`config.mk`:
```
export PLATFORM = sky130hd
export DESIGN_NAME = srtd_top
export DESIGN_NICKNAME = d
export VERILOG_FILES = /design/src/hw/srtd_avg.v /design/src/hw/srtd_top.v
export VERILOG_INCLUDE_DIRS = /design/src /design/src/hw
export SDC_FILE = /design/constraint.sdc
export NUM_CORES = 1
export LEC_CHECK = 0
export ABC_AREA = 0
export CAP_MARGIN = 20
export CELL_PAD_IN_SITES_DETAIL_PLACEMENT = 1
export CELL_PAD_IN_SITES_GLOBAL_PLACEMENT = 1
export CORE_UTILIZATION = 29
export CTS_CLUSTER_SIZE = 28
export DETAILED_ROUTE_END_ITERATION = 6
export DONT_BUFFER_PORTS = 1
export GPL_ROUTABILITY_DRIVEN = 0
export PLACE_DENSITY = 0.59
export SLEW_MARGIN = 20
export SYNTH_ARGS = -nofsm -noshare
export SYNTH_HDL_FRONTEND = slang
export SYNTH_SLANG_ARGS = --single-unit
```
`constraint.sdc`:
```
create_clock -name i_sys_clk -period 4.4 [get_ports i_sys_clk]
set_clock_uncertainty 0.1 [all_clocks]
set_input_delay 0.44 -clock i_sys_clk [delete_from_list [all_inputs] [get_ports i_sys_clk]]
set_output_delay 0.44 -clock i_sys_clk [all_outputs]
set_load 0.05 [all_outputs]
```
`src/hw/srtd_consts.vh`:
```
`ifndef SRTD_CONSTS_VH
`define SRTD_CONSTS_VH

// register offsets (byte addresses on the plain port)
`define SRTD_ADDR_W 8
`define SRTD_OFS_X 8'h00
`define SRTD_OFS_Y 8'h01
`define SRTD_OFS_Z 8'h02
`define SRTD_OFS_TILT 8'h03
`define SRTD_OFS_RATE 8'h08
`define SRTD_OFS_MODE 8'h10

// sample rate register fields
`define SRTD_AR_LSB 0
`define SRTD_AR_MSB 2
`define SRTD_WR_LSB 3
`define SRTD_WR_MSB 4
`define SRTD_FLT_LSB 5
`define SRTD_FLT_MSB 7
`define SRTD_RATE_RST 8'h00
// per-field reset values, and the filter code that bypasses debounce
`define SRTD_AR_RST 3'h0
`define SRTD_WR_RST 2'h0
`define SRTD_FLT_RST 3'h0
`define SRTD_FLT_OFF 3'h0
// mode register: bit 0 selects auto-wake pacing
`define SRTD_MODE_AW_BIT 0
`define SRTD_MODE_RST 1'b0

// active rate codes
`define SRTD_AR_120 3'h0
`define SRTD_AR_64 3'h1
`define SRTD_AR_32 3'h2
`define SRTD_AR_16 3'h3
`define SRTD_AR_8 3'h4
`define SRTD_AR_4 3'h5
`define SRTD_AR_2 3'h6
`define SRTD_AR_1 3'h7
// wake rate codes
`define SRTD_WR_32 2'h0
`define SRTD_WR_16 2'h1
`define SRTD_WR_8 2'h2
`define SRTD_WR_1 2'h3

// sample periods in microseconds, and clock rate in MHz
`define SRTD_CLK_MHZ 25
`define SRTD_T120_US 8360
`define SRTD_T64_US 15625
`define SRTD_T32_US 31250
`define SRTD_T16_US 62500
`define SRTD_T8_US 125000
`define SRTD_T4_US 250000
`define SRTD_T2_US 500000
`define SRTD_T1_US 1000000

// measurements per averaged sample
`define SRTD_NMEAS 32
`define SRTD_NMEAS_LOG2 5
`define SRTD_AXIS_W 6

// orientation codes
`define SRTD_OR_W 3
`define SRTD_OR_UNKNOWN 3'h0
`define SRTD_OR_LEFT 3'h1
`define SRTD_OR_RIGHT 3'h2
`define SRTD_OR_DOWN 3'h5
`define SRTD_OR_UP 3'h6
// debounce count width (holds up to 8)
`define SRTD_DB_W 4
`define SRTD_DB_ONE 4'h1
`define SRTD_DB_MAX 4'h8

`endif

```
`src/hw/srtd_avg.v`:
```
`timescale 1ns/10ps
`include "srtd_consts.vh"

// averages a burst of measurements on three axes
module srtd_avg #(
  parameter AXIS_W = `SRTD_AXIS_W,
  parameter NLOG2 = `SRTD_NMEAS_LOG2
) (
  input wire i_sys_clk,
  input wire i_rst,
  input wire i_clk_en,
  input wire i_start,
  input wire i_meas_valid,
  input wire [3*AXIS_W-1:0] i_meas_xyz,
  output reg o_busy,
  output reg o_done,
  output reg [3*AXIS_W-1:0] o_avg_xyz
);

  localparam SUM_W = AXIS_W + NLOG2; // room for the full sum
  localparam [NLOG2-1:0] CNT_LAST = {NLOG2{1'b1}};

  reg [NLOG2-1:0] cnt_q; // measurements taken so far
  wire last_w; // final measurement of the burst
  assign last_w = o_busy && i_meas_valid && (cnt_q == CNT_LAST);

  // burst control: count accepted measurements
  always @(posedge i_sys_clk) begin
    if (i_rst) begin
      cnt_q <= {NLOG2{1'b0}};
      o_busy <= 1'b0;
      o_done <= 1'b0;
    end else if (i_clk_en) begin
      o_done <= last_w;
      if (i_start && !o_busy) begin
        o_busy <= 1'b1;
        cnt_q <= {NLOG2{1'b0}};
      end else if (o_busy && i_meas_valid) begin
        cnt_q <= cnt_q + 1'b1;
        if (last_w) begin
          o_busy <= 1'b0;
        end
      end
    end
  end

  // one accumulator per axis
  genvar g;
  generate
    for (g = 0; g < 3; g = g + 1) begin : g_axis
      reg signed [SUM_W-1:0] sum_q; // running sum
      wire signed [AXIS_W-1:0] in_w; // this axis' measurement
      wire signed [SUM_W-1:0] nxt_w; // sum with current measurement
      assign in_w = i_meas_xyz[g*AXIS_W +: AXIS_W];
      assign nxt_w = sum_q + {{NLOG2{in_w[AXIS_W-1]}}, in_w};
      always @(posedge i_sys_clk) begin
        if (i_rst) begin
          sum_q <= {SUM_W{1'b0}};
          o_avg_xyz[g*AXIS_W +: AXIS_W] <= {AXIS_W{1'b0}};
        end else if (i_clk_en) begin
          if (i_start && !o_busy) begin
            sum_q <= {SUM_W{1'b0}};
          end else if (o_busy && i_meas_valid) begin
            sum_q <= nxt_w;
            if (last_w) begin
              // divide by the burst length
              o_avg_xyz[g*AXIS_W +: AXIS_W] <= nxt_w[SUM_W-1:NLOG2];
            end
          end
        end
      end
    end
  endgenerate

endmodule // srtd_avg

```
`src/hw/srtd_top.v`:
```
// Design decisions made here: the register addresses and the strobed register port.
`timescale 1ns/10ps
`include "srtd_consts.vh"

module srtd_top #(
  parameter PER_W = 25,
  parameter [PER_W-1:0] P_CYC_120 = `SRTD_T120_US * `SRTD_CLK_MHZ,
  parameter [PER_W-1:0] P_CYC_64 = `SRTD_T64_US * `SRTD_CLK_MHZ,
  parameter [PER_W-1:0] P_CYC_32 = `SRTD_T32_US * `SRTD_CLK_MHZ,
  parameter [PER_W-1:0] P_CYC_16 = `SRTD_T16_US * `SRTD_CLK_MHZ,
  parameter [PER_W-1:0] P_CYC_8 = `SRTD_T8_US * `SRTD_CLK_MHZ,
  parameter [PER_W-1:0] P_CYC_4 = `SRTD_T4_US * `SRTD_CLK_MHZ,
  parameter [PER_W-1:0] P_CYC_2 = `SRTD_T2_US * `SRTD_CLK_MHZ,
  parameter [PER_W-1:0] P_CYC_1 = `SRTD_T1_US * `SRTD_CLK_MHZ
) (
  input wire i_sys_clk,
  input wire i_rst,
  input wire i_clk_en,
  input wire [`SRTD_ADDR_W-1:0] i_addr,
  input wire [7:0] i_wdata,
  input wire i_wr,
  input wire i_rd,
  input wire i_meas_valid,
  input wire [`SRTD_AXIS_W-1:0] i_meas_x,
  input wire [`SRTD_AXIS_W-1:0] i_meas_y,
  input wire [`SRTD_AXIS_W-1:0] i_meas_z,
  output reg [7:0] o_rdata,
  output reg o_meas_req,
  output reg o_sample_stb
);

  localparam AW = `SRTD_AXIS_W; // axis width
  localparam ORW = `SRTD_OR_W; // orientation width
  localparam DBW = `SRTD_DB_W; // debounce counter width

  // pacing states
  localparam [1:0] ST_WAIT = 2'h0;
  localparam [1:0] ST_MEAS = 2'h1;
  localparam [1:0] ST_POST = 2'h2;

  // software settings
  reg [2:0] active_rate_sel_q; // active / auto-sleep rate code
  reg [1:0] wake_rate_sel_q; // auto-wake rate code
  reg [2:0] orient_debounce_cnt_q; // filter depth code
  reg auto_wake_q; // pacing follows the wake rate when set

  // sample results
  reg [AW-1:0] x_axis_result_q; // averaged x
  reg [AW-1:0] y_axis_result_q; // averaged y
  reg [AW-1:0] z_axis_result_q; // averaged z
  reg [ORW-1:0] tilt_q; // committed orientation
  reg [ORW-1:0] cand_q; // candidate orientation
  reg [DBW-1:0] match_q; // consecutive agreeing samples

  // pacing
  reg [PER_W-1:0] per_cnt_q; // cycles left in this period
  reg [1:0] state_q; // pacing state
  reg [1:0] state_d; // next pacing state
  reg start_q; // starts an averaging burst

  // averager link
  wire avg_busy_w; // burst in progress
  wire avg_done_w; // burst finished, average valid in the same cycle
  wire [3*AW-1:0] avg_xyz_w; // averaged axes, x in low bits
  wire tick_w; // period boundary
  wire [PER_W-1:0] per_sel_w; // period length for current settings
  wire [ORW-1:0] orient_w; // orientation of the new sample
  wire [DBW-1:0] match_n_w; // run length including the new sample
  wire [DBW-1:0] need_w; // run length required to commit

  // period length for the active-mode rate code
  function [PER_W-1:0] active_period;
    input [2:0] code;
    begin
      case (code)
        `SRTD_AR_120: active_period = P_CYC_120;
        `SRTD_AR_64: active_period = P_CYC_64;
        `SRTD_AR_32: active_period = P_CYC_32;
        `SRTD_AR_16: active_period = P_CYC_16;
        `SRTD_AR_8: active_period = P_CYC_8;
        `SRTD_AR_4: active_period = P_CYC_4;
        `SRTD_AR_2: active_period = P_CYC_2;
        default: active_period = P_CYC_1;
      endcase
    end
  endfunction

  // period length for the auto-wake rate code
  function [PER_W-1:0] wake_period;
    input [1:0] code;
    begin
      case (code)
        `SRTD_WR_32: wake_period = P_CYC_32;
        `SRTD_WR_16: wake_period = P_CYC_16;
        `SRTD_WR_8: wake_period = P_CYC_8;
        default: wake_period = P_CYC_1;
      endcase
    end
  endfunction

  // portrait / landscape from the dominant of x and y
  function [ORW-1:0] orient_of;
    input [AW-1:0] x;
    input [AW-1:0] y;
    reg [AW-1:0] ax;
    reg [AW-1:0] ay;
    begin
      ax = x[AW-1] ? (~x + 1'b1) : x;
      ay = y[AW-1] ? (~y + 1'b1) : y;
      if (ax > ay) begin
        orient_of = x[AW-1] ? `SRTD_OR_RIGHT : `SRTD_OR_LEFT;
      end else if (ay > ax) begin
        orient_of = y[AW-1] ? `SRTD_OR_UP : `SRTD_OR_DOWN;
      end else begin
        orient_of = `SRTD_OR_UNKNOWN;
      end
    end
  endfunction

  // mode picks which rate field paces sampling
  assign per_sel_w = auto_wake_q ? wake_period(wake_rate_sel_q)
                                 : active_period(active_rate_sel_q);
  assign tick_w = (per_cnt_q == {PER_W{1'b0}});
  assign orient_w = orient_of(avg_xyz_w[0 +: AW], avg_xyz_w[AW +: AW]);
  // a new sample either extends the run or opens a new one
  assign match_n_w = (orient_w != cand_q) ? `SRTD_DB_ONE
                   : ((match_q == `SRTD_DB_MAX) ? match_q : match_q + 1'b1);
  assign need_w = {1'b0, orient_debounce_cnt_q} + 1'b1;

  // averaging of the measurement burst
  srtd_avg #(
    .AXIS_W(AW),
    .NLOG2(`SRTD_NMEAS_LOG2)
  ) u_avg (
    .i_sys_clk(i_sys_clk),
    .i_rst(i_rst),
    .i_clk_en(i_clk_en),
    .i_start(start_q),
    .i_meas_valid(i_meas_valid),
    .i_meas_xyz({i_meas_z, i_meas_y, i_meas_x}),
    .o_busy(avg_busy_w),
    .o_done(avg_done_w),
    .o_avg_xyz(avg_xyz_w)
  );

  // register writes
  always @(posedge i_sys_clk) begin
    if (i_rst) begin
      active_rate_sel_q <= `SRTD_AR_RST;
      wake_rate_sel_q <= `SRTD_WR_RST;
      orient_debounce_cnt_q <= `SRTD_FLT_RST;
      auto_wake_q <= `SRTD_MODE_RST;
    end else if (i_clk_en && i_wr) begin
      if (i_addr == `SRTD_OFS_RATE) begin
        active_rate_sel_q <= i_wdata[`SRTD_AR_MSB:`SRTD_AR_LSB];
        wake_rate_sel_q <= i_wdata[`SRTD_WR_MSB:`SRTD_WR_LSB];
        orient_debounce_cnt_q <= i_wdata[`SRTD_FLT_MSB:`SRTD_FLT_LSB];
      end else if (i_addr == `SRTD_OFS_MODE) begin
        auto_wake_q <= i_wdata[`SRTD_MODE_AW_BIT];
      end
    end
  end

  // register reads, data in the following cycle only
  always @(posedge i_sys_clk) begin
    if (i_rst) begin
      o_rdata <= 8'h00;
    end else if (i_clk_en) begin
      if (!i_rd) begin
        o_rdata <= 8'h00;
      end else if (i_addr == `SRTD_OFS_X) begin
        o_rdata <= {{(8-AW){1'b0}}, x_axis_result_q};
      end else if (i_addr == `SRTD_OFS_Y) begin
        o_rdata <= {{(8-AW){1'b0}}, y_axis_result_q};
      end else if (i_addr == `SRTD_OFS_Z) begin
        o_rdata <= {{(8-AW){1'b0}}, z_axis_result_q};
      end else if (i_addr == `SRTD_OFS_TILT) begin
        o_rdata <= {{(8-ORW){1'b0}}, tilt_q};
      end else if (i_addr == `SRTD_OFS_RATE) begin
        o_rdata <= {orient_debounce_cnt_q, wake_rate_sel_q, active_rate_sel_q};
      end else if (i_addr == `SRTD_OFS_MODE) begin
        o_rdata <= {7'h00, auto_wake_q};
      end else begin
        // unmapped reads return zero
        o_rdata <= 8'h00;
      end
    end
  end

  // period counter, reloaded from the live settings at each boundary
  always @(posedge i_sys_clk) begin
    if (i_rst) begin
      per_cnt_q <= {PER_W{1'b0}};
    end else if (i_clk_en) begin
      if (tick_w) begin
        per_cnt_q <= per_sel_w - 1'b1;
      end else begin
        per_cnt_q <= per_cnt_q - 1'b1;
      end
    end
  end

  // pacing state machine, next state
  always @* begin
    state_d = state_q;
    case (state_q)
      ST_WAIT: begin
        if (tick_w) begin
          state_d = ST_MEAS;
        end
      end
      ST_MEAS: begin
        if (avg_done_w) begin
          state_d = ST_POST;
        end
      end
      ST_POST: begin
        state_d = ST_WAIT;
      end
      default: begin
        state_d = ST_WAIT;
      end
    endcase
  end

  // pacing state machine, burst request to the sensing cell
  always @(posedge i_sys_clk) begin
    if (i_rst) begin
      state_q <= ST_WAIT;
      start_q <= 1'b0;
      o_meas_req <= 1'b0;
    end else if (i_clk_en) begin
      state_q <= state_d;
      start_q <= (state_q == ST_WAIT) && tick_w && !avg_busy_w;
      // request stays high from burst start until the averager reports the burst done
      if ((state_q == ST_WAIT) && tick_w) begin
        o_meas_req <= 1'b1;
      end else if (avg_done_w || (state_q != ST_MEAS)) begin
        o_meas_req <= 1'b0;
      end
    end
  end

  // axis results are replaced whole, only when a sample completes
  always @(posedge i_sys_clk) begin
    if (i_rst) begin
      x_axis_result_q <= {AW{1'b0}};
      y_axis_result_q <= {AW{1'b0}};
      z_axis_result_q <= {AW{1'b0}};
      o_sample_stb <= 1'b0;
    end else if (i_clk_en) begin
      o_sample_stb <= (state_q == ST_POST);
      if (state_q == ST_POST) begin
        x_axis_result_q <= avg_xyz_w[0 +: AW];
        y_axis_result_q <= avg_xyz_w[AW +: AW];
        z_axis_result_q <= avg_xyz_w[2*AW +: AW];
      end
    end
  end

  // orientation debounce, one step per completed sample
  always @(posedge i_sys_clk) begin
    if (i_rst) begin
      tilt_q <= `SRTD_OR_UNKNOWN;
      cand_q <= `SRTD_OR_UNKNOWN;
      match_q <= {DBW{1'b0}};
    end else if (i_clk_en && (state_q == ST_POST)) begin
      cand_q <= orient_w;
      match_q <= match_n_w;
      if (orient_debounce_cnt_q == `SRTD_FLT_OFF) begin
        // filter off: follow every sample
        tilt_q <= orient_w;
      end else if (match_n_w >= need_w) begin
        // run long enough: commit the candidate
        tilt_q <= orient_w;
      end
    end
  end

endmodule // srtd_top

```
; Word-level counts from Yosys, hierarchy flattened
; Index checks and enable logic that the tools add are counted.
[totals]
register_bits = 133
input_bits = 40
output_inout_bits = 10
[classes]
n_addsub = 10
magnitude_cmp = 3
eq_ne = 21
mux = 37
n_bitwise = 4
n_reduce_logical = 28
[ops]
columns = cell, n
row1 = $pmux 25 s7, 1
row2 = $pmux 25 s3, 1
row3 = $mux 11, 6
row4 = $mux 25, 2
row5 = $sub 25x1->25 const B, 2
row6 = $mux 8, 6
row7 = $add 11x11->11, 3
row8 = $logic_not 25->1, 1
row9 = $eq 8x2->1 const B, 2
row10 = $add 6x1->6 const B, 2
row11 = $gt 6x6->1, 2
row12 = $mux 3, 4
row13 = $mux 6, 2
row14 = $not 6->6, 2
row15 = $mux 5, 2
row16 = $reduce_and 2->1, 5
row17 = $eq 3x3->1 const B, 3
row18 = $reduce_and 3->1, 3
row19 = $eq 8x1->1 const B, 1
row20 = $eq 8x4->1 const B, 1
row21 = $eq 8x5->1 const B, 1
row22 = $logic_not 8->1, 1
row23 = $mux 2, 4
row24 = $mux 4, 2
row25 = other kinds (23), 44

; Depth between registers and ports, before layout
; Gate-level depths: netlist of run 1.
[depth]
depth_word = 11
depth_mapped = 20

; Modules after synthesis
; From an unflattened synthesis of run 1, not the netlist that was laid out.
[unflattened]
cells_unflattened = 1077
hier_area_um2 = 8578.2
[modules_own_cells]
columns = module, instances, cells_each, area_each_um2, seq_area_each_um2
row1 = srtd_top, 1, 649, 5022.3, 1501.4
row2 = srtd_avg, 1, 428, 3555.9, 1161.1

; Worst setup path after synthesis of run 1
; OpenSTA, ideal clock, no wires.
[synth_path]
path_type = register to register
startpoint = reg u_avg.o_avg_xyz[11]
endpoint = reg tilt_q[2]
setup_ns = 0.128
arrival_time_ns = 3.627
slack_ns = 0.546
path_stages_with_launch = 19
n_path_buf = 1
period_less_slack_ns = 3.854
cell_sequence = dfxtp_1 -> clkbuf_1 -> o31ai_1 -> xnor2_1 -> ha_1 -> and3_1 -> o21ai_0 -> nand3_1 -> a311oi_1 -> a21o_1 -> a21oi_1 -> ha_1 -> nand2b_1 -> a21oi_1 -> nor2b_1 -> o21ai_0 -> a21oi_1 -> mux2i_1 -> nor2_1
[synth_via]
elab_chain_cells = 11
[synth_rtl]
columns = element, line_no
row1 = start: declaration, srtd_avg.v:17  ; output reg [3*AXIS_W-1:0] o_avg_xyz
row2 = start signal: indexed assignment, srtd_avg.v:59  ; o_avg_xyz[g*AXIS_W +: AXIS_W] <= {AXIS_W{1'b0}};
row3 = start signal: indexed assignment, srtd_avg.v:67  ; o_avg_xyz[g*AXIS_W +: AXIS_W] <= nxt_w[SUM_W-1:NLOG2];
row4 = $not 6->6, srtd_top.v:109  ; ay = y[AW-1] ? (~y + 1'b1) : y;
row5 = $add 6x1->6, srtd_top.v:109
row6 = $mux 6, srtd_top.v:109
row7 = $gt 6x6->1, srtd_top.v:112  ; end else if (ay > ax) begin
row8 = $mux 3, srtd_top.v:112
row9 = $mux 3 (*), srtd_top.v:110  ; if (ax > ay) begin
row10 = $ne 3x3->1, srtd_top.v:126  ; assign match_n_w = (orient_w != cand_q) ? `SRTD_DB_ONE
row11 = $mux 4, srtd_top.v:126
row12 = $ge 4x4->1, srtd_top.v:273  ; end else if (match_n_w >= need_w) begin
row13 = $reduce_bool 2->1 (no line), --
row14 = $reduce_and 2->1 (no line), --
row15 = end signal: assignment, srtd_top.v:264  ; tilt_q <= `SRTD_OR_UNKNOWN;
row16 = end signal: assignment, srtd_top.v:272  ; tilt_q <= orient_w;
row17 = end signal: assignment, srtd_top.v:275  ; tilt_q <= orient_w;
row18 = end: declaration, srtd_top.v:51  ; reg [ORW-1:0] tilt_q;
; Mark *: on every way between the ends. The rest lies on a longest branch, timed or not. The select of a mux whose other input is x is not followed.
; A chain may end at the register's enable or synchronous reset.

; Final worst setup path of run 1
[layout_path]
startpoint = reg u_avg.o_avg_xyz[1]
endpoint = reg tilt_q[1]
[layout_via]
elab_chain_cells = 11
[layout_rtl]
columns = element, line_no
row1 = $not 6->6, srtd_top.v:108  ; ax = x[AW-1] ? (~x + 1'b1) : x;
row2 = $add 6x1->6, srtd_top.v:108
row3 = $mux 6 (*), srtd_top.v:108
row4 = $gt 6x6->1, srtd_top.v:112
row5 = $mux 3, srtd_top.v:112
row6 = $mux 3 (*), srtd_top.v:110
row7 = $ne 3x3->1, srtd_top.v:126
row8 = $mux 4, srtd_top.v:126
row9 = $ge 4x4->1, srtd_top.v:273
row10 = $reduce_bool 2->1 (no line), --
row11 = $reduce_and 2->1 (no line), --
; Marks and branches as above.

==> results.md, run 1 <==
| Stage | Parameter | Reported |
|---|---|---|
| route | Count of vias placed by the detailed router | 7,480 |
| synth | Post-Syn Area | 0.008356 mm2 |
| final layout | Most frequent cells in the layout | sky130_fd_sc_hd__nand2_1, sky130_fd_sc_hd__dfxtp_1, sky130_fd_sc_hd__nor2_1 |
| route | Post-detailed-route via-to-cell ratio | 5.279 |
| clock tree | Clock-pin transition on the worst setup and hold timing paths | 0.06 ns |
| clock tree | Number of buffers created by CTS | 17 |
| worst hold path | Hold path depth | 2 |
| placed design | DP Worst Slack | -0.02262 ns |
| worst setup path | Worst path slowest cell | sky130_fd_sc_hd__a311o_1 |
| status | Outcome | finished, final reports clean |
| floorplanning | Initial core utilization | 29.75% |
| worst setup path | Destination of the worst register-to-register timing path | tilt_q[1] |
| route | DR WL/cell | 17.24 um |
| worst setup path | Largest fanout on the critical path | 7 |
| worst hold path | Startpoint of the lowest-slack hold path | i_wdata[0] |
| worst setup path | Max incr delay on CP | 0.44 ns |
| worst setup path | Reg-to-reg setup timing slack | 0.36 ns |
| floorplanning | I/O pin cnt | 50 |
| final layout | Share of post-route cells with drive strength above 1 | 8.373% |
| floorplanning | Row count | 61 |
| route | Total DRC errors in the routed layout | 0 |
| route | Residual antenna-violating net count after detailed routing | 0 |
| clock tree | Htree depth | 4 |
| final layout | Commonest non-fill, non-tap cell in the layout | sky130_fd_sc_hd__nand2_1 |
| pwr | Leakage power of the design | 0.003337 uW |
| worst hold path | Type of the tightest min-delay check | input port to flop |
| clock tree | Clock latency at the later pin of the worst-skew pair | 0.44 ns |
| clock tree | CTS tree | built |
| grt | Remaining global-route overflow | 0 |
| clock tree | Number of clock sinks seen by CTS | 133 |
| timing | Hold Fails Final Rpt | 0 |
| grt | Antenna violations before repair | 0 |
| run | Number of max-cap violations | 0 |
| synth | Portion of synthesized cell area occupied by the leading cell type | 31.87% |
| synth | Proportion of synthesized flip-flops having asynchronous set or reset | 0% |
| worst setup path | Arrival time worst endpoint | 4.28 ns |
| synth | Synth warnings | 0 |
| synth | Number of enable flip-flop cells after synthesis | 0 |
| timing | Endpoints failing setup | 0 |
| final layout | Total number of nets in the final design | 1,125 |
| worst setup path | Reg2reg start | u_avg.o_avg_xyz[1] |
| route | Routed wire length | 24.43 mm |
| synth | Nets in the synthesized netlist | 1,149 |
| grt | GRT Max-Usage Layer | met2 |
| timing | Post-route worst hold slack | 0.06075 ns |
| synth | Sequential element share of the synthesized area | 31.87% |
| placed design | Final HPWL DP | 16.81 mm |
| synth | Count of different cell masters after synthesis | 85 |
| timing | Final setup slack of the worst path | 0.3594 ns |
| worst setup path | Critical Path Most Common Cell | sky130_fd_sc_hd__ha_1 |
| final layout | Layout area overhead | 12.82% |
| worst setup path | Count of cells along the worst register-to-register path | 19 |
| timing | Slew at the pin with the worst max-slew slack | 0.6893 ns |
| worst setup path | Crit end category | flop |
| synth | Library cell with the largest summed area after synthesis | sky130_fd_sc_hd__dfxtp_1 |
| timing | Setup repair after global routing missed its margin | no |
| synth | Cells taking the most area after synthesis | sky130_fd_sc_hd__dfxtp_1, sky130_fd_sc_hd__ha_1, sky130_fd_sc_hd__a21oi_1 |
| route | Initial DRC count | 394 |
| worst setup path | Cells traversed along the worst timing path | inv_1 > ha_1 > nand2_1 > nand2_1 > xor2_1 > ha_1 > and4_1 > o21ai_1 > a311o_1 > a221oi_4 > a21o_2 > a21oi_1 > ha_1 > nand2b_1 > a21oi_1 > nor2b_1 > o21ai_0 > a21oi_2 > a311oi_1 |
| worst setup path | Setup crit start kind | flop |
| grt | Met2 demand-to-capacity share in global routing | 27.67% |
| synth | Post-synthesis sequential element count | 133 |
| grt | Total routing usage reported by global routing | 17.23% |
| floorplanning | Total die area | 0.02949 mm2 |
| worst setup path | Kind of critical path | flop to flop |
| timing | Part of the cycle the worst path needs | 91.83% |
| clock tree | Clock Tree Root | sky130_fd_sc_hd__clkbuf_16 |
| grt | Largest net degree at the start of global routing | 129 |
| grt | Number of global-route vias before repair | 7,441 |
| synth | Post-Synthesis Mean Instance Area | 7.958 um2 |
| clock tree | CTS max path bufs | 2 |
| final layout | Diodes inserted | 0 |
| grt | Met1 Track Usage GR | 22.99% |
| synth | Number of instances in the synthesized netlist | 1,050 |
| pwr | Worst ir drop on vdd | 281.2 uV |
| floorplanning | Width of the chip | 171.7 um |
| timing | Final min period | 4.041 ns |
| route | DRT Pass-1 Iters | 5 |
| floorplanning | Std-Cell Core Area | 0.02809 mm2 |
| worst hold path | Worst hold path endpoint | auto_wake_q |
| floorplanning | Die Height | 171.7 um |
| worst setup path | Data required time at the worst endpoint | 4.64 ns |
| synth | Post-synth top flop | sky130_fd_sc_hd__dfxtp_1 |
| grt | Met3 Usage GRT | 3.520% |
| timing | Worst max-slew margin expressed relative to the limit | 53.93% |
| timing | Total count of max-transition violations in the final report | 0 |
| placed design | Number of buffers inserted by port buffering | 0 |
| timing | Highest Clock Rate | 247.5 MHz |
| pwr | Overall power of the completed layout | 4680 uW |
| grt | First-pass GRT wire length | 39.83 mm |
| pwr | Cell Pwr Density | 496.5 mW/mm2 |
## worst max path at each step
stage,from,endpoint,slack (ns),depth (start not counted)
after global placement,u_avg.o_avg_xyz[0],tilt_q[2],0.14,20
after global routing,u_avg.o_avg_xyz[1],tilt_q[1],0.02,19
after detailed placement,u_avg.o_avg_xyz[0],tilt_q[1],-0.02,20
after floorplan,u_avg.o_avg_xyz[11],tilt_q[2],0.55,18
final,u_avg.o_avg_xyz[1],tilt_q[1],0.36,19
after CTS,u_avg.o_avg_xyz[0],tilt_q[0],0.09,20
## cell families after synthesis
kind of cell	synth area share, %
AND/OR/NAND/NOR	24.80
AO/OA/AOI/OAI	23.26
flip-flops	31.87
buffers and inverters	4.462
adder cells (fa/ha/maj)	9.224
XOR/XNOR	4.402
multiplexers	1.991
## routing by layer
metal,share of wire (%),wire length [um],vias up
li1,-,-,3729
met3,3.6,888,22
met1,49,12050,3630
met2,46,11190,99
met5,0,0,-
met4,1.2,302,0
## repair_timing
item,in CTS,in global routing
pin swaps,0,2
endpoints found under the hold margin,128,0
setup buffers,0,0
setup endpoints to repair,3,3
gates resized for setup,1,7
hold buffers,3,0
gates cloned,0,0
## through the flow
step | instances | setup TNS (ns) | cell area (um2) | util (%)
floorplan | 1050 | 0 | 8356 | -
global route | 1417 | 0 | 9427 | 33.56
detailed placement | 1381 | -0.03020 | 8658 | 30.83
global placement | 1381 | 0 | 8658 | 30.83
CTS | 1416 | 0 | 9371 | 33.37
finish | 1417 | 0 | 9427 | 33.56
## registers in the layout, summed over array words and instances, names as in the netlist, 2 cells and up
register / flops
u_avg.cnt_q: 5
tilt_q: 3
per_cnt_q: 25
y_axis_result_q: 6
z_axis_result_q: 6
o_rdata: 8
active_rate_sel_q: 3
orient_debounce_cnt_q: 3
match_q: 4
state_q: 2
wake_rate_sel_q: 2
u_avg.o_avg_xyz: 18
cand_q: 3
u_avg.g_axis.sum_q: 33
x_axis_result_q: 6
## synth_stat cells (9+ instances only)
cell type                  instances
sky130_fd_sc_hd__a21oi_1         108
sky130_fd_sc_hd__xnor2_1          31
sky130_fd_sc_hd__nor2b_1          13
sky130_fd_sc_hd__mux2i_1          14
sky130_fd_sc_hd__clkbuf_1         39
sky130_fd_sc_hd__nand2_1         137
sky130_fd_sc_hd__xor2_1           11
sky130_fd_sc_hd__ha_1             56
sky130_fd_sc_hd__buf_2            12
sky130_fd_sc_hd__nand3_1          29
sky130_fd_sc_hd__dfxtp_1         133
sky130_fd_sc_hd__nand2b_1         16
sky130_fd_sc_hd__o211ai_1          9
sky130_fd_sc_hd__nor2_1          123
sky130_fd_sc_hd__a211oi_1         17
sky130_fd_sc_hd__o21ai_0          34
sky130_fd_sc_hd__inv_1            28
sky130_fd_sc_hd__nor3_1           19
sky130_fd_sc_hd__a22oi_1          37
sky130_fd_sc_hd__nand4_1          10
## cell type report
type,count,area (um2)
fillers,3458,18660
well taps,378,473.0
flip-flops and latches,133,2664
clock buffers,21,470.5
inverters,29,108.9
clock inverters,11,195.2
repair buffers,15,157.7
multi-input cells,830,5358
## worst max-delay path: cells and delay by family (launching register included)
kind | cells | cell delay, ns
simple gates | 5 | 0.51
compound gates | 9 | 1.88
buf+inv | 1 | 0.07
flops | 1 | 0.43
xor+xnor | 1 | 0.16
fa+ha+maj | 3 | 0.79
## where the power goes
part           internal [uW]  switching, uW
Clock                   1050            585
Combinational            606            993
Sequential              1310            135
Total                   2970           1710
Note: power is estimated with default switching activity, not from simulation.
==> run 2: changes to the inputs <==
==> constraint.sdc (replaced) <==
create_clock -name i_sys_clk -period 4.5 [get_ports i_sys_clk]
set_clock_uncertainty 0.1 [all_clocks]
set_input_delay 0.45 -clock i_sys_clk [delete_from_list [all_inputs] [get_ports i_sys_clk]]
set_output_delay 0.45 -clock i_sys_clk [all_outputs]
set_load 0.05 [all_outputs]
==> run 2 against run 1 <==
  * Global-route usage rose by 0.31 points
  * Die area unchanged
  * Critical path depth grew 1
  * Combinational power is 3% lower
  * Via count increased by 0.87%
  * Setup slack got worse by 0.028 ns
  * Sequential cell count is the same
  * Sequential share of layout area down 0.097 points
  * Design area is 0.35% higher
==> results.md, run 2 (synthesized netlist as in run 1, its figures left out) <==
| Stage | Parameter | Reported | Change |
|---|---|---|---|
| status | Outcome | finished, final reports clean | unchanged |
| clock tree | Number of buffers created by CTS | 17 | unchanged |
| worst setup path | Data required time at the worst endpoint | 4.71 ns | was 4.64 ns |
| run | Number of max-cap violations | 0 | unchanged |
| final layout | Diodes inserted | 0 | unchanged |
| worst setup path | Crit end category | flop | unchanged |
| clock tree | Htree depth | 4 | unchanged |
| floorplanning | Initial core utilization | 29.75% | unchanged |
| final layout | Layout filler cell count | 3,421 | was 3,458 |
| final layout | Top reg by flops | u_avg.g_axis.sum_q | unchanged |
| pwr | Cell Pwr Density | 457.3 mW/mm2 | was 496.5 mW/mm2 |
| clock tree | Clock-pin transition on the worst setup and hold timing paths | 0.06 ns | about the same |
| worst hold path | Startpoint of the lowest-slack hold path | i_clk_en | was i_wdata[0] |
| floorplanning | Total die area | 0.02949 mm2 | unchanged |
| route | Count of vias placed by the detailed router | 7,545 | was 7,480 |
| final layout | Registers with the highest flip-flop counts | u_avg.g_axis.sum_q (33), per_cnt_q (25), u_avg.o_avg_xyz (18) | unchanged |
| route | Residual antenna-violating net count after detailed routing | 0 | unchanged |
| final layout | Most frequent cells in the layout | sky130_fd_sc_hd__nand2_1, sky130_fd_sc_hd__dfxtp_1, sky130_fd_sc_hd__nor2_1 | unchanged |
| clock tree | Clock Tree Root | sky130_fd_sc_hd__clkbuf_16 | unchanged |
| floorplanning | I/O pin cnt | 50 | unchanged |
| final layout | Cell area after layout | 0.009459 mm2 | was 0.009427 mm2 |
| timing | Highest Clock Rate | 239.9 MHz | was 247.5 MHz |
| timing | Total count of max-transition violations in the final report | 0 | unchanged |
| pwr | Worst ir drop on vdd | 246.6 uV | was 281.2 uV |
| final layout | Largest register FFs | 33 | unchanged |
| route | Total DRC errors in the routed layout | 0 | unchanged |
| timing | Endpoints failing setup | 0 | unchanged |
| worst setup path | Largest fanout on the critical path | 7 | unchanged |
| grt | Number of global-route vias before repair | 7,613 | was 7,441 |
| timing | Part of the cycle the worst path needs | 92.64% | was 91.83% |
| worst setup path | Setup crit start kind | flop | unchanged |
| timing | Final min period | 4.169 ns | was 4.041 ns |
| grt | Largest net degree at the start of global routing | 87 | was 129 |
| placed design | Final HPWL DP | 16.90 mm | was 16.81 mm |
| worst setup path | Timing endpoint of the critical path | tilt_q[0] | was tilt_q[1] |
| route | DR WL/cell | 17.42 um | was 17.24 um |
| grt | Remaining global-route overflow | 0 | unchanged |
| final layout | Share of post-route cells with drive strength above 1 | 7.962% | was 8.373% |
| worst setup path | Kind of critical path | flop to flop | unchanged |
| floorplanning | Width of the chip | 171.7 um | unchanged |
| clock tree | CTS max path bufs | 2 | unchanged |
| placed design | Number of buffers inserted by port buffering | 0 | unchanged |
| grt | Antenna violations before repair | 0 | unchanged |
| floorplanning | Die Height | 171.7 um | unchanged |
| worst setup path | Reg2reg start | u_avg.o_avg_xyz[0] | was u_avg.o_avg_xyz[1] |
| final layout | Total number of nets in the final design | 1,141 | was 1,125 |
| final layout | Commonest non-fill, non-tap cell in the layout | sky130_fd_sc_hd__nand2_1 | unchanged |
| route | Initial DRC count | 333 | was 394 |
| pwr | Leakage power of the design | 0.003396 uW | was 0.003337 uW |
| placed design | Placement Cell Area | 0.008651 mm2 | was 0.008658 mm2 |
| clock tree | Number of setup buffers added after CTS | 0 | unchanged |
| final layout | Layout area overhead | 13.21% | was 12.82% |
| timing | Slew at the pin with the worst max-slew slack | 1.036 ns | was 0.6893 ns |
| timing | Setup TNS | 0 ns | unchanged |
| timing | Hold Fails Final Rpt | 0 | unchanged |
| worst setup path | Arrival time worst endpoint | 4.38 ns | was 4.28 ns |
| worst setup path | Count of cells along the worst register-to-register path | 20 | was 19 |
| worst setup path | Reg-to-reg setup timing slack | 0.33 ns | was 0.36 ns |
| route | DRT Pass-1 Iters | 4 | was 5 |
| clock tree | Clock latency at the later pin of the worst-skew pair | 0.44 ns | about the same |
| grt | First-pass GRT wire length | 40.41 mm | was 39.83 mm |
| floorplanning | Row count | 61 | unchanged |
| clock tree | Number of clock sinks seen by CTS | 133 | unchanged |
| worst hold path | Hold path depth | 1 | was 2 |
| route | Post-detailed-route via-to-cell ratio | 5.265 | was 5.279 |
| worst setup path | Destination of the worst register-to-register timing path | tilt_q[0] | was tilt_q[1] |
| worst setup path | First element of the critical path | u_avg.o_avg_xyz[0] | was u_avg.o_avg_xyz[1] |
| route | Routed wire length | 24.97 mm | was 24.43 mm |
| timing | Worst max-slew margin expressed relative to the limit | 30.78% | was 53.93% |
| floorplanning | Std-Cell Core Area | 0.02809 mm2 | unchanged |
| clock tree | CTS tree | built | unchanged |
| grt | Total routing usage reported by global routing | 17.53% | was 17.23% |
| worst hold path | Type of the tightest min-delay check | input port to flop | unchanged |
## run 2: metal layers
metal  track usage [%]  vias to the layer above  wire, um
met3             4.602                       13      1074
met4             4.271                        0       285
met5                 0                        -         0
met2             28.92                       79     11570
met1             22.61                     3689     12040
li1                  -                     3764         -
## run 2: how the worst min path moves through the flow
| stage | end | slack, ns |
|---|---|---|
| after floorplan | z_axis_result_q[0] | 0.33 |
| after global placement | y_axis_result_q[0] | 0.34 |
| after detailed placement | z_axis_result_q[2] | 0.34 |
| after CTS | u_avg.cnt_q[3] | 0.004 |
| after global routing | per_cnt_q[9] | 0.01 |
| final | per_cnt_q[1] | 0.03 |
## run 2: critical path, stage by stage, from the launching register on
cell and delay [ns]:
sky130_fd_sc_hd__dfxtp_1 0.43, sky130_fd_sc_hd__inv_1 0.07, sky130_fd_sc_hd__ha_1 0.21, sky130_fd_sc_hd__nand2_1 0.06, sky130_fd_sc_hd__nand2_1 0.06, sky130_fd_sc_hd__xor2_1 0.14
sky130_fd_sc_hd__ha_1 0.33, sky130_fd_sc_hd__and4_1 0.21, sky130_fd_sc_hd__o21ai_1 0.15, sky130_fd_sc_hd__a311o_1 0.42, sky130_fd_sc_hd__a221oi_2 0.34, sky130_fd_sc_hd__a21o_1 0.25
sky130_fd_sc_hd__a21oi_1 0.08, sky130_fd_sc_hd__ha_1 0.26, sky130_fd_sc_hd__nand2b_1 0.13, sky130_fd_sc_hd__a21oi_1 0.14, sky130_fd_sc_hd__nor2b_1 0.06, sky130_fd_sc_hd__o21ai_0 0.20
sky130_fd_sc_hd__a21oi_2 0.13, sky130_fd_sc_hd__mux2i_1 0.20, sky130_fd_sc_hd__nor2_1 0.06
## run 2: timing repair
| item | in CTS | in global routing |
|---|---|---|
| endpoints found under the setup margin | 0 | 3 |
| resized for setup | 0 | 5 |
| hold buffers | 21 | 0 |
| endpoints found under the hold margin | 105 | 0 |
## run 2: power breakdown
group	internal (uW)	switching [uW]	leakage, uW
combinational	585	968	0.00206
sequential	1280	130	0.00107
clock	786	577	0.000264
total	2650	1680	0.00340
## run 2: metrics by stage
| stage | power, uW | utilization, % | std cells | hold WS [ns] | setup slack [ns] |
|---|---|---|---|---|---|
| final | 4325 | 33.68 | 1433 | 0.03083 | 0.3310 |
| after global routing | 4595 | 33.68 | 1433 | 0.009672 | -0.02463 |
| after CTS | 4382 | 33.65 | 1433 | 0.004225 | 0.0003917 |
| after detailed placement | 2965 | 30.80 | 1380 | 0.3412 | 0.04652 |
| after global placement | 2943 | 30.80 | 1380 | 0.3382 | 0.2040 |
| after floorplan | 2675 | - | 1050 | 0.3321 | 0.6458 |
## run 2: layout make-up
type / instances / area (um2) / share of cell area [%]
clock inverters: 12 / 105.1 / 1.111
flip-flops and latches: 133 / 2664 / 28.16
clock buffers: 20 / 456.7 / 4.828
inverters: 29 / 108.9 / 1.151
multi-input cells: 830 / 5339 / 56.44
repair buffers: 31 / 312.8 / 3.307
well taps: 378 / 473.0 / 5.000
